[config.mk]
export PLATFORM = sky130hd
export DESIGN_NAME = ssc_top
export DESIGN_NICKNAME = d
export VERILOG_FILES = /design/src/rtl/ssc_pkg.sv /design/src/rtl/ssc_sync.sv /design/src/rtl/ssc_top.sv
export SDC_FILE = /design/constraint.sdc
export NUM_CORES = 1
export LEC_CHECK = 0
export ABC_AREA = 1
export BUFFER_PORTS_ARGS = -buffer_cell sky130_fd_sc_hd__buf_4
export CAP_MARGIN = 25
export CORE_ASPECT_RATIO = 0.9
export CORE_MARGIN = 3
export CORE_UTILIZATION = 58
export CTS_BUF_LIST = sky130_fd_sc_hd__clkbuf_2 sky130_fd_sc_hd__clkbuf_4 sky130_fd_sc_hd__clkbuf_8
export DETAILED_ROUTE_END_ITERATION = 10
export MAX_ROUTING_LAYER = met4
export PLACE_DENSITY = 0.87
export SETUP_SLACK_MARGIN = 0.5
export SLEW_MARGIN = 20
export SYNTH_ARGS = -nofsm -noshare
export SYNTH_HDL_FRONTEND = slang
export SYNTH_SLANG_ARGS = --single-unit
[constraint.sdc]
create_clock -name REF_CLK -period 2.5 [get_ports REF_CLK]
set_clock_uncertainty 0.15 [all_clocks]
set_input_delay 0.5 -clock REF_CLK [delete_from_list [all_inputs] [get_ports REF_CLK]]
set_output_delay 0.5 -clock REF_CLK [all_outputs]
set_load 0.02 [all_outputs]
[src/rtl/ssc_pkg.sv]
// Shared constants and carriers for the start source select block.
// Assumes a single 125 MHz clock domain and a plain register port.
package ssc_pkg;

  // Register offsets (word addresses on the plain port)
  localparam logic [3:0] SSC_CFG_OFS = 4'h0;
  localparam logic [3:0] SSC_CTRL_OFS = 4'h1;
  localparam logic [3:0] SSC_THERM_OFS = 4'h2;
  localparam logic [3:0] SSC_STAT_OFS = 4'h3;
  localparam logic [3:0] SSC_INT_STAT_OFS = 4'h4;
  localparam logic [3:0] SSC_INT_MASK_OFS = 4'h5;

  // Field positions in the configuration register
  localparam int SSC_RUN_CLASS_POS = 0;
  localparam int SSC_START_CLASS_POS = 8;
  localparam int SSC_LOC_SRC_POS = 16;
  localparam int SSC_REM_SRC_POS = 18;
  localparam int SSC_SEP_EN_POS = 20;
  localparam int SSC_KSTOP_DIS_POS = 21;
  localparam int SSC_LR_PIN_EN_POS = 22;

  // Control register bit
  localparam int SSC_LR_BIT_POS = 0;

  // Overload class and thermal limits; class zero encodes Off
  localparam logic [7:0] SSC_CLASS_OFF = 8'h00;
  localparam logic [7:0] SSC_CLASS_MAX = 8'h28;
  localparam logic [7:0] SSC_CLASS_RST = 8'h0A;
  localparam logic [6:0] SSC_THERM_MAX = 7'h64;
  localparam logic [6:0] SSC_THERM_RST = 7'h00;

  // Interrupt event bits
  localparam int SSC_EV_START = 0;
  localparam int SSC_EV_STOP = 1;
  localparam int SSC_EV_TRIP = 2;
  localparam int SSC_EV_SRC = 3;
  localparam int SSC_EV_W = 4;

  // Command source encodings
  typedef enum logic [1:0] {
    SSC_SRC_KEYPAD = 2'b00,
    SSC_SRC_TERMINAL = 2'b01,
    SSC_SRC_NETWORK = 2'b10
  } ssc_src_type;

  // Start and stop request pair from one source
  typedef struct packed {
    logic start;
    logic stop;
  } ssc_cmd_type;

  // Register port request
  typedef struct packed {
    logic [3:0] addr;
    logic [31:0] wdata;
    logic wr;
    logic rd;
  } ssc_bus_type;

endpackage : ssc_pkg

[src/rtl/ssc_sync.sv]
// Two flip-flop synchroniser for a group of pin levels.
// Assumes the inputs are asynchronous to clk.
`timescale 1ns/1ps
module ssc_sync #(
  parameter int W = 1
) (
  // Clock and reset
  input wire logic clk,
  input wire logic rst_n,
  // Levels
  input wire logic [W-1:0] d,
  output logic [W-1:0] q
);

  logic [W-1:0] meta_r;

  // Only the second stage reads the first
  always_ff @(posedge clk or negedge rst_n) begin
    if (!rst_n) begin
      meta_r <= '0;
      q <= '0;
    end else begin
      meta_r <= d;
      q <= meta_r;
    end
  end

endmodule : ssc_sync

[src/rtl/ssc_top.sv]
// Control source selection and overload class configuration.
// Assumes pins are asynchronous; register port is on REF_CLK.
// How it works
// - Running class Off or 1..40, reset 10
// - Separate starting class only when option on
// - Thermal value held as 0..100 percent
// - Class Off disables overload in all states
// - Keypad source routes keypad start/stop
// - Terminal source uses terminal inputs, reset default
// - Network source uses serial link commands
// - Configured local/remote input picks active setting
// - Low picks local, high picks remote
// - Without input, control register bit decides
// - Local/remote bit resets to zero, local
// - Keypad stop always stops by default
// - Keypad stop disable ignores keypad stop unless keypad is the active source
// - Remote setting same encodings, terminal default
`timescale 1ns/1ps
module ssc_top
  import ssc_pkg::*;
(
  // Clock and reset
  input wire logic REF_CLK,
  input wire logic RST_N,
  // Register port
  input wire logic [3:0] ADDR,
  input wire logic [31:0] WDATA,
  input wire logic WR,
  input wire logic RD,
  output logic [31:0] RDATA,
  // Keypad commands (pins)
  input wire logic KEY_START,
  input wire logic KEY_STOP,
  // Terminal strip commands (pins)
  input wire logic TERM_START,
  input wire logic TERM_STOP,
  // Local/remote digital input level (pin)
  input wire logic LR_IN,
  // Network commands, same clock, held as levels
  input wire logic NET_START,
  input wire logic NET_STOP,
  // Thermal model update, same clock
  input wire logic THERM_WR,
  input wire logic [6:0] THERM_IN,
  // Outputs to starter control
  output logic START_CMD,
  output logic STOP_CMD,
  output logic OL_ENABLE,
  output logic [7:0] OL_CLASS,
  output logic OL_TRIPPED,
  output logic [6:0] THERM_PCT,
  output logic REMOTE_ACTIVE,
  output logic IRQ
);

  // Synchronised pin levels
  logic [4:0] pins_s;
  ssc_cmd_type key_cmd;
  ssc_cmd_type term_cmd;
  ssc_cmd_type net_cmd;
  logic lr_pin;

  ssc_sync #(
    .W(5)
  ) u_sync (
    .clk(REF_CLK),
    .rst_n(RST_N),
    .d({KEY_START, KEY_STOP, TERM_START, TERM_STOP, LR_IN}),
    .q(pins_s)
  );

  // Pin commands arrive two edges after the network ones; anything
  // that compares sources must allow for that skew
  assign key_cmd = ssc_cmd_type'(pins_s[4:3]);
  assign term_cmd = ssc_cmd_type'(pins_s[2:1]);
  assign lr_pin = pins_s[0];
  assign net_cmd = '{start: NET_START, stop: NET_STOP};

  // Configuration state
  logic [7:0] run_class_r;
  logic [7:0] start_class_r;
  ssc_src_type loc_src_r;
  ssc_src_type rem_src_r;
  logic sep_en_r;
  logic kstop_dis_r;
  logic lr_pin_en_r;
  logic lr_bit_r;
  logic [6:0] therm_r;
  logic [SSC_EV_W-1:0] int_stat_r;
  logic [SSC_EV_W-1:0] int_mask_r;
  logic starting_r;
  logic running_r;

  // Decoded bus fields
  ssc_bus_type bus;
  logic cfg_wr;
  logic ctrl_wr;
  logic therm_wr_sw;
  logic stat_wr;
  logic mask_wr;
  logic [7:0] w_run;
  logic [7:0] w_start;
  logic [1:0] w_loc;
  logic [1:0] w_rem;

  assign bus = '{addr: ADDR, wdata: WDATA, wr: WR, rd: RD};
  assign w_run = bus.wdata[SSC_RUN_CLASS_POS +: 8];
  assign w_start = bus.wdata[SSC_START_CLASS_POS +: 8];
  assign w_loc = bus.wdata[SSC_LOC_SRC_POS +: 2];
  assign w_rem = bus.wdata[SSC_REM_SRC_POS +: 2];

  // Write decode
  always_comb begin
    cfg_wr = 1'b0;
    ctrl_wr = 1'b0;
    therm_wr_sw = 1'b0;
    stat_wr = 1'b0;
    mask_wr = 1'b0;
    if (bus.wr && bus.addr == SSC_CFG_OFS) begin
      cfg_wr = 1'b1;
    end else if (bus.wr && bus.addr == SSC_CTRL_OFS) begin
      ctrl_wr = 1'b1;
    end else if (bus.wr && bus.addr == SSC_THERM_OFS) begin
      therm_wr_sw = 1'b1;
    end else if (bus.wr && bus.addr == SSC_INT_STAT_OFS) begin
      stat_wr = 1'b1;
    end else if (bus.wr && bus.addr == SSC_INT_MASK_OFS) begin
      mask_wr = 1'b1;
    end
  end

  // Overload classes; out-of-range writes keep the old value
  always_ff @(posedge REF_CLK or negedge RST_N) begin
    if (!RST_N) begin
      run_class_r <= SSC_CLASS_RST;
      start_class_r <= SSC_CLASS_RST;
      sep_en_r <= 1'b0;
    end else if (cfg_wr) begin
      if (w_run <= SSC_CLASS_MAX) begin
        run_class_r <= w_run;
      end
      if (w_start <= SSC_CLASS_MAX) begin
        start_class_r <= w_start;
      end
      sep_en_r <= bus.wdata[SSC_SEP_EN_POS];
    end
  end

  // Source settings; the unused fourth code is refused
  // Keeping the old code avoids routing commands from no source
  always_ff @(posedge REF_CLK or negedge RST_N) begin
    if (!RST_N) begin
      loc_src_r <= SSC_SRC_TERMINAL;
      rem_src_r <= SSC_SRC_TERMINAL;
      kstop_dis_r <= 1'b0;
      lr_pin_en_r <= 1'b0;
    end else if (cfg_wr) begin
      if (w_loc != 2'h3) begin
        loc_src_r <= ssc_src_type'(w_loc);
      end
      if (w_rem != 2'h3) begin
        rem_src_r <= ssc_src_type'(w_rem);
      end
      kstop_dis_r <= bus.wdata[SSC_KSTOP_DIS_POS];
      lr_pin_en_r <= bus.wdata[SSC_LR_PIN_EN_POS];
    end
  end

  // Network starter control local/remote bit
  always_ff @(posedge REF_CLK or negedge RST_N) begin
    if (!RST_N) begin
      lr_bit_r <= 1'b0;
    end else if (ctrl_wr) begin
      lr_bit_r <= bus.wdata[SSC_LR_BIT_POS];
    end
  end

  // Thermal value, saturated at 100; model input wins over software
  // Clamped rather than refused, since the model may overshoot
  logic [6:0] therm_nxt;
  always_comb begin
    therm_nxt = therm_r;
    if (THERM_WR) begin
      therm_nxt = THERM_IN;
    end else if (therm_wr_sw) begin
      therm_nxt = bus.wdata[6:0];
    end
    if (therm_nxt > SSC_THERM_MAX) begin
      therm_nxt = SSC_THERM_MAX;
    end
  end

  always_ff @(posedge REF_CLK or negedge RST_N) begin
    if (!RST_N) begin
      therm_r <= SSC_THERM_RST;
    end else begin
      therm_r <= therm_nxt;
    end
  end

  // Active source selection, combinational so it acts next cycle
  logic remote_sel;
  ssc_src_type act_src;
  ssc_cmd_type sel_cmd;
  always_comb begin
    remote_sel = lr_pin_en_r ? lr_pin : lr_bit_r;
    act_src = remote_sel ? rem_src_r : loc_src_r;
    sel_cmd = '0;
    case (act_src)
      SSC_SRC_KEYPAD: sel_cmd = key_cmd;
      SSC_SRC_TERMINAL: sel_cmd = term_cmd;
      SSC_SRC_NETWORK: sel_cmd = net_cmd;
      default: sel_cmd = '0;
    endcase
  end

  // Keypad stop acts from any source unless disabled
  logic stop_nxt;
  logic start_nxt;
  assign stop_nxt = sel_cmd.stop | (key_cmd.stop & ~kstop_dis_r);
  assign start_nxt = sel_cmd.start & ~stop_nxt;

  // Simple motor state for class choice; stop has priority
  // Limitation: the start level alone advances it, no ramp feedback
  always_ff @(posedge REF_CLK or negedge RST_N) begin
    if (!RST_N) begin
      starting_r <= 1'b0;
      running_r <= 1'b0;
    end else if (stop_nxt || OL_TRIPPED) begin
      starting_r <= 1'b0;
      running_r <= 1'b0;
    end else if (start_nxt && !starting_r && !running_r) begin
      starting_r <= 1'b1;
    end else if (starting_r && !sel_cmd.start) begin
      starting_r <= 1'b0;
      running_r <= 1'b1;
    end
  end

  // Class applied: starting class only with separate option on
  logic [7:0] class_nxt;
  always_comb begin
    if (run_class_r == SSC_CLASS_OFF) begin
      class_nxt = SSC_CLASS_OFF;
    end else if (sep_en_r && starting_r) begin
      class_nxt = start_class_r;
    end else begin
      class_nxt = run_class_r;
    end
  end

  // Trip follows the class actually applied, so an Off starting
  // class never reports a trip while protection is disabled
  logic trip_nxt;
  assign trip_nxt = (class_nxt != SSC_CLASS_OFF)
                    && (therm_nxt == SSC_THERM_MAX);

  // Registered outputs
  always_ff @(posedge REF_CLK or negedge RST_N) begin
    if (!RST_N) begin
      START_CMD <= 1'b0;
      STOP_CMD <= 1'b0;
      OL_ENABLE <= 1'b1;
      OL_CLASS <= SSC_CLASS_RST;
      OL_TRIPPED <= 1'b0;
      THERM_PCT <= SSC_THERM_RST;
      REMOTE_ACTIVE <= 1'b0;
    end else begin
      START_CMD <= start_nxt;
      STOP_CMD <= stop_nxt;
      OL_ENABLE <= class_nxt != SSC_CLASS_OFF;
      OL_CLASS <= class_nxt;
      OL_TRIPPED <= trip_nxt;
      THERM_PCT <= therm_nxt;
      REMOTE_ACTIVE <= remote_sel;
    end
  end

  // Interrupt events; set wins over write-one-to-clear
  logic [SSC_EV_W-1:0] ev;
  logic remote_d_r;
  always_comb begin
    ev = '0;
    ev[SSC_EV_START] = start_nxt;
    ev[SSC_EV_STOP] = stop_nxt;
    ev[SSC_EV_TRIP] = trip_nxt && !OL_TRIPPED;
    ev[SSC_EV_SRC] = remote_sel ^ remote_d_r;
  end

  // Per-bit sticky status; a set in the clearing cycle survives
  wire logic [SSC_EV_W-1:0] int_stat_nxt;
  for (genvar g = 0; g < SSC_EV_W; g++) begin : g_stat
    assign int_stat_nxt[g] = (int_stat_r[g] & ~(stat_wr & bus.wdata[g]))
                             | ev[g];
  end

  always_ff @(posedge REF_CLK or negedge RST_N) begin
    if (!RST_N) begin
      remote_d_r <= 1'b0;
      int_stat_r <= '0;
      int_mask_r <= '0;
      IRQ <= 1'b0;
    end else begin
      remote_d_r <= remote_sel;
      int_stat_r <= int_stat_nxt;
      if (mask_wr) begin
        int_mask_r <= bus.wdata[SSC_EV_W-1:0];
      end
      IRQ <= |(int_stat_r & int_mask_r);
    end
  end

  // Read decode; unmapped or idle cycles give zero
  logic [31:0] rdata_nxt;
  always_comb begin
    rdata_nxt = '0;
    if (bus.rd && bus.addr == SSC_CFG_OFS) begin
      rdata_nxt = {9'h0, lr_pin_en_r, kstop_dis_r, sep_en_r,
                   rem_src_r, loc_src_r, start_class_r, run_class_r};
    end else if (bus.rd && bus.addr == SSC_CTRL_OFS) begin
      rdata_nxt = {31'h0, lr_bit_r};
    end else if (bus.rd && bus.addr == SSC_THERM_OFS) begin
      rdata_nxt = {25'h0, therm_r};
    end else if (bus.rd && bus.addr == SSC_STAT_OFS) begin
      rdata_nxt = {26'h0, OL_TRIPPED, OL_ENABLE, running_r,
                   starting_r, act_src};
    end else if (bus.rd && bus.addr == SSC_INT_STAT_OFS) begin
      rdata_nxt = {28'h0, int_stat_r};
    end else if (bus.rd && bus.addr == SSC_INT_MASK_OFS) begin
      rdata_nxt = {28'h0, int_mask_r};
    end
  end

  // Read data, valid only in the cycle after the strobe
  always_ff @(posedge REF_CLK or negedge RST_N) begin
    if (!RST_N) begin
      RDATA <= '0;
    end else begin
      RDATA <= rdata_nxt;
    end
  end

endmodule : ssc_top

# == Word level (Yosys, flattened, before mapping) ==
# Cells that the tools add are included.
# classes
n_lt_le_gt_ge,3
n_eq_ne,11
mux,35
bitwise,23
n_reduce_logical,34
# ops
operator,count
$mux W7,5
$mux W23,1
$mux W1,22
$logic_and A1 B1 Y1,17
$le A8 B6 Y1 const B,2
$mux W8,2
$and A1 B1 Y1,10
$reduce_and A2 Y1,5
$eq A4 B2 Y1 const B,2
$eq A4 B3 Y1 const B,2
$logic_not A8 Y1,1
$mux W4,2
$reduce_bool A8 Y1,1
$eq A7 B7 Y1 const B,1
$gt A7 B7 Y1 const B,1
$mux W6,1
$ne A2 B2 Y1 const B,3
$not A1 Y1,6
$pmux W2 S3,1
$or A1 B1 Y1,5
$and A4 B4 Y4,1
$eq A4 B1 Y1 const B,1
$logic_not A1 Y1,4
$logic_not A4 Y1,1
9 further kinds,9
# word_totals
reg_bits,97
out_inout_bits,53

# == Longest topological paths before layout ==
# logic_depth
depth_word,13
depth_mapped,11
ltp_nobuf,11

# == Hierarchy ==
# A second synthesis with hierarchy kept.
# hier_totals
hier_cells,443
area_unflattened_um2,3913.8
# by_module_without_submodules
module,instances,cells_per_inst,area_per_inst_um2
ssc_top,1,433,3663.5
ssc_sync,1,10,250.2

# == Least setup slack after synthesis ==
# No wires, ideal clock.
# synth_path
path_kind,input -> register
startpoint,input ADDR[3]
endpoint,register run_class_r[4]
arrival_time_ns,1.377
slack_ns,0.847
stages,8
path_cell_list,nor2_4 nand2_1 nor2_2 nand2_1 or2_1 buf_4 clkinv_2 o21ai_0
# synth_between
elab_chain_len,4
# synth_lines
element,line,text
from (decl),ssc_top.sv:26,"input wire logic [3:0] ADDR,"
$logic_not A4 Y1,ssc_top.sv:119,if (bus.wr && bus.addr == SSC_CFG_OFS) begin
$logic_and A1 B1 Y1,ssc_top.sv:119,
$mux W1,ssc_top.sv:119,
$reduce_and A2 Y1 (no source line),n/a,
to (signal assigned),ssc_top.sv:140,run_class_r <= w_run;
to (decl),ssc_top.sv:80,logic [7:0] run_class_r;
# No other way between the ends.
# A chain may end at the register's enable or synchronous reset.

# == Final worst setup path ==
# layout_path
startpoint,register starting_r
endpoint,register int_stat_r[2]
# layout_between
elab_chain_len,7
# layout_lines
element,line,text
from (decl),ssc_top.sv:91,logic starting_r;
from (signal assigned),ssc_top.sv:227,starting_r <= 1'b0;
from (signal assigned),ssc_top.sv:230,starting_r <= 1'b0;
from (signal assigned),ssc_top.sv:233,starting_r <= 1'b1;
$logic_and A1 B1 Y1,ssc_top.sv:245,end else if (sep_en_r && starting_r) begin
$mux W8,ssc_top.sv:245,
$mux W8,ssc_top.sv:243,if (run_class_r == SSC_CLASS_OFF) begin
$reduce_bool A8 Y1,ssc_top.sv:255,assign trip_nxt = (class_nxt != SSC_CLASS_OFF)
$logic_and A1 B1 Y1,ssc_top.sv:256,&& (therm_nxt == SSC_THERM_MAX);
$logic_and A1 B1 Y1,ssc_top.sv:286,ev[SSC_EV_TRIP] = trip_nxt && !OL_TRIPPED;
$or A1 B1 Y1,ssc_top.sv:294,| ev[g];
via int_stat_nxt[2],ssc_top.sv:291,wire logic [SSC_EV_W-1:0] int_stat_nxt;
to (signal assigned),ssc_top.sv:305,int_stat_r <= int_stat_nxt;
to (decl),ssc_top.sv:89,logic [SSC_EV_W-1:0] int_stat_r;
# The timed path passes the listed nets, and every way through them passes these cells.

==> out/qor.csv <==
metric;value;unit
outcome;finished clean;
Vias/cell;5.247;
syn avg cell area;8.835;um^2
maximum VDD drop;483.3;uV
final net count;590;
post-CTS setup repair buffer count;0;
TritonCTS clock tree;built;
met2 Resource Use GR;42.51;%
CP endpoint kind;register;
row count;27;
Worst Path Arrival;1.99;ns
worst hold path class;input port to register;
Synth Flop Type;dfrtp_1;
Worst-path clk slew;0.08;ns
final wirelength;9.185;mm
Final Hold Fails;0;
ys async rst share;100.0;%
CTS Buffer Depth;2;
starting density of the core;61.54;%
routability cong.;0.9006;
Max Clock Freq;0.5303;GHz
setup TNS;0;ns
Antenna Nets Post-Route;0;
Max-Cap Viols;0;
Layout area overhead;23.66;%
later-pin clock latency in the skew report;0.36;ns
first-pass GRT wire length;15.26;mm
clock tree sinks;88;
critical path peak fanout;13;
RSZ-0062 raised after global routing;yes;
vias in the first global route;3319;
Die Ht;83.67;um
CP Class;register to register;
largest net degree at the start of global routing;50;
DRT iter0 DRCs;220;
Reg2Reg Depth;9;
Root Buffer;clkbuf_8;
gr ovfl total;0;
Core Box Area;0.006317;mm^2
Critical Path RT;2.60;ns
Post-Syn Area;0.003887;mm^2
reg2reg end;int_stat_r[2];
initial antenna violation count;0;
DRT Pass-1 Iters;5;
Synth Warn #;0;
Port Buf Inserts;89;
DP HPWL;6.881;mm
Final Cycle Share;75.43;%
Die Area;0.007722;mm^2
H-tree depth;3;
Vias;3290;
Setup WS post-layout;0.6143;ns
GR Layer Usage met1;31.46;%
I/O Pins;108;
commonest non-fill, non-tap cells in the layout;nand2_1 (94), buf_4 (91), dfrtp_1 (78), inv_1 (53), nor2_1 (51);
crit path from;starting_r;
Cells after Synth;440;
fill cell count;462;
commonest non-fill, non-tap cell in the layout;nand2_1;
post-place setup slack;0.5195;ns
ant diodes;0;
#FFs+latches synth;88;
PD cells;722.8;mW/mm^2
Total GRT Usage;25.71;%
layout cells sized above 1;28.52;%
P_leak;0.002503;uW
Synth cell types;32;
met3 Use GR;5.681;%
GR peak layer;met2;
R2R Setup Slk;0.61;ns
DIE WIDTH;92.30;um
EDFF count, synth;0;
part of the Yosys area used for sequential elements;56.94;%
Num CTS Buffers;9;
worst setup path end;int_stat_r[2];
Residual DRC;0;
DR WL/cell;14.65;um
Setup-failing EPs final;0;
Critical R2R Launch;starting_r;
pins over their slew limit;0;
fin crit period;1.886;ns
startpoint types;register;
## power by group
| part | internal, uW | switching (uW) | leakage (uW) | total [uW] |
|---|---|---|---|---|
| Combinational | 305 | 515 | 0.00136 | 819 |
| Sequential | 1630 | 121 | 0.00105 | 1750 |
| Clock | 404 | 505 | 0.0000856 | 909 |
## routing by layer
metal  up-vias  routed length, um
li1       1560                  -
met3        31                593
met2       144               4610
met1      1555               3777
met4         0                204
met5         -                  0
## worst max-delay path, cell delays in order, from the launching register on
cell and delay (ns):
dfrtp_2 0.47, nand2_2 0.17, nand2_1 0.09, o21ai_0 0.11, o21ai_0 0.25, nand2_1 0.10, nor2_2 0.22, nor2_1 0.06
nand3_1 0.10, nand2_1 0.06
## how the worst min path moves through the flow
stage,endpoint,cells past startpoint,start,slack [ns]
after CTS,u_sync.meta_r[3],1,KEY_STOP,0.08
after floorplan,IRQ,0,RST_N,0.05
after global routing,u_sync.meta_r[0],1,LR_IN,0.08
final,u_sync.meta_r[0],1,LR_IN,0.09
after global placement,u_sync.q[4],0,u_sync.meta_r[4],0.18
after detailed placement,u_sync.q[4],0,u_sync.meta_r[4],0.19
## kinds of logic after synthesis
kind of cell	share of synthesized area (%)
buffers and inverters	9.108
AND/OR/NAND/NOR	25.20
other	0.09646
AO/OA/AOI/OAI	8.433
flip-flops	56.94
XOR/XNOR	0.2253
## synthesized netlist by cell type (6+ instances only)
cell type | instances | area [um^2]
a21oi_1 | 15 | 75.07
buf_4 | 11 | 82.58
dfrtp_1 | 79 | 1977
dfstp_2 | 9 | 236.5
inv_1 | 54 | 202.7
nand2_1 | 94 | 352.8
nand2_2 | 11 | 68.82
nand3_1 | 27 | 135.1
nand4_1 | 12 | 75.07
nor2_1 | 52 | 195.2
nor2_2 | 6 | 37.54
o21ai_0 | 29 | 145.1
o21ai_1 | 6 | 30.03
## flip-flops by register name, summed over array words and instances, names as in the netlist, 4 cells and up
name and cells:
OL_CLASS 8, RDATA 23, THERM_PCT 7, int_mask_r 4, int_stat_r 4, run_class_r 8
start_class_r 8, u_sync.meta_r 5, u_sync.q 5
## per-stage QoR
| step | std cells | total power [uW] | utilization (%) | cell area (um^2) | hold slack [ns] |
|---|---|---|---|---|---|
| after floorplan | 448 | 2250 | - | 3918 | 0.05441 |
| after global placement | 610 | 2535 | 72.79 | 4598 | 0.1834 |
| after detailed placement | 610 | 2567 | 72.79 | 4598 | 0.1863 |
| after CTS | 627 | 3468 | 75.88 | 4793 | 0.08486 |
| after global routing | 627 | 3668 | 76.09 | 4807 | 0.07903 |
| final | 627 | 3474 | 76.09 | 4807 | 0.09212 |
## layout make-up
type	instances	area, um^2	share of cell area (%)
inverter	59	222.7	4.633
timing repair buffer	93	713.2	14.84
tap	87	108.9	2.264
clock inverter	5	40.04	0.8329
sequential	88	2215	46.07
multi-input combinational	284	1363	28.34
clock buffer	11	145.1	3.019
## what timing repair did
action	4_1_cts	5_1_grt
resized for setup	0	5
hold endpoints to repair	34	0
hold buffers	1	0
setup endpoints to repair	0	7
Note: power is estimated with default switching activity, not from simulation.
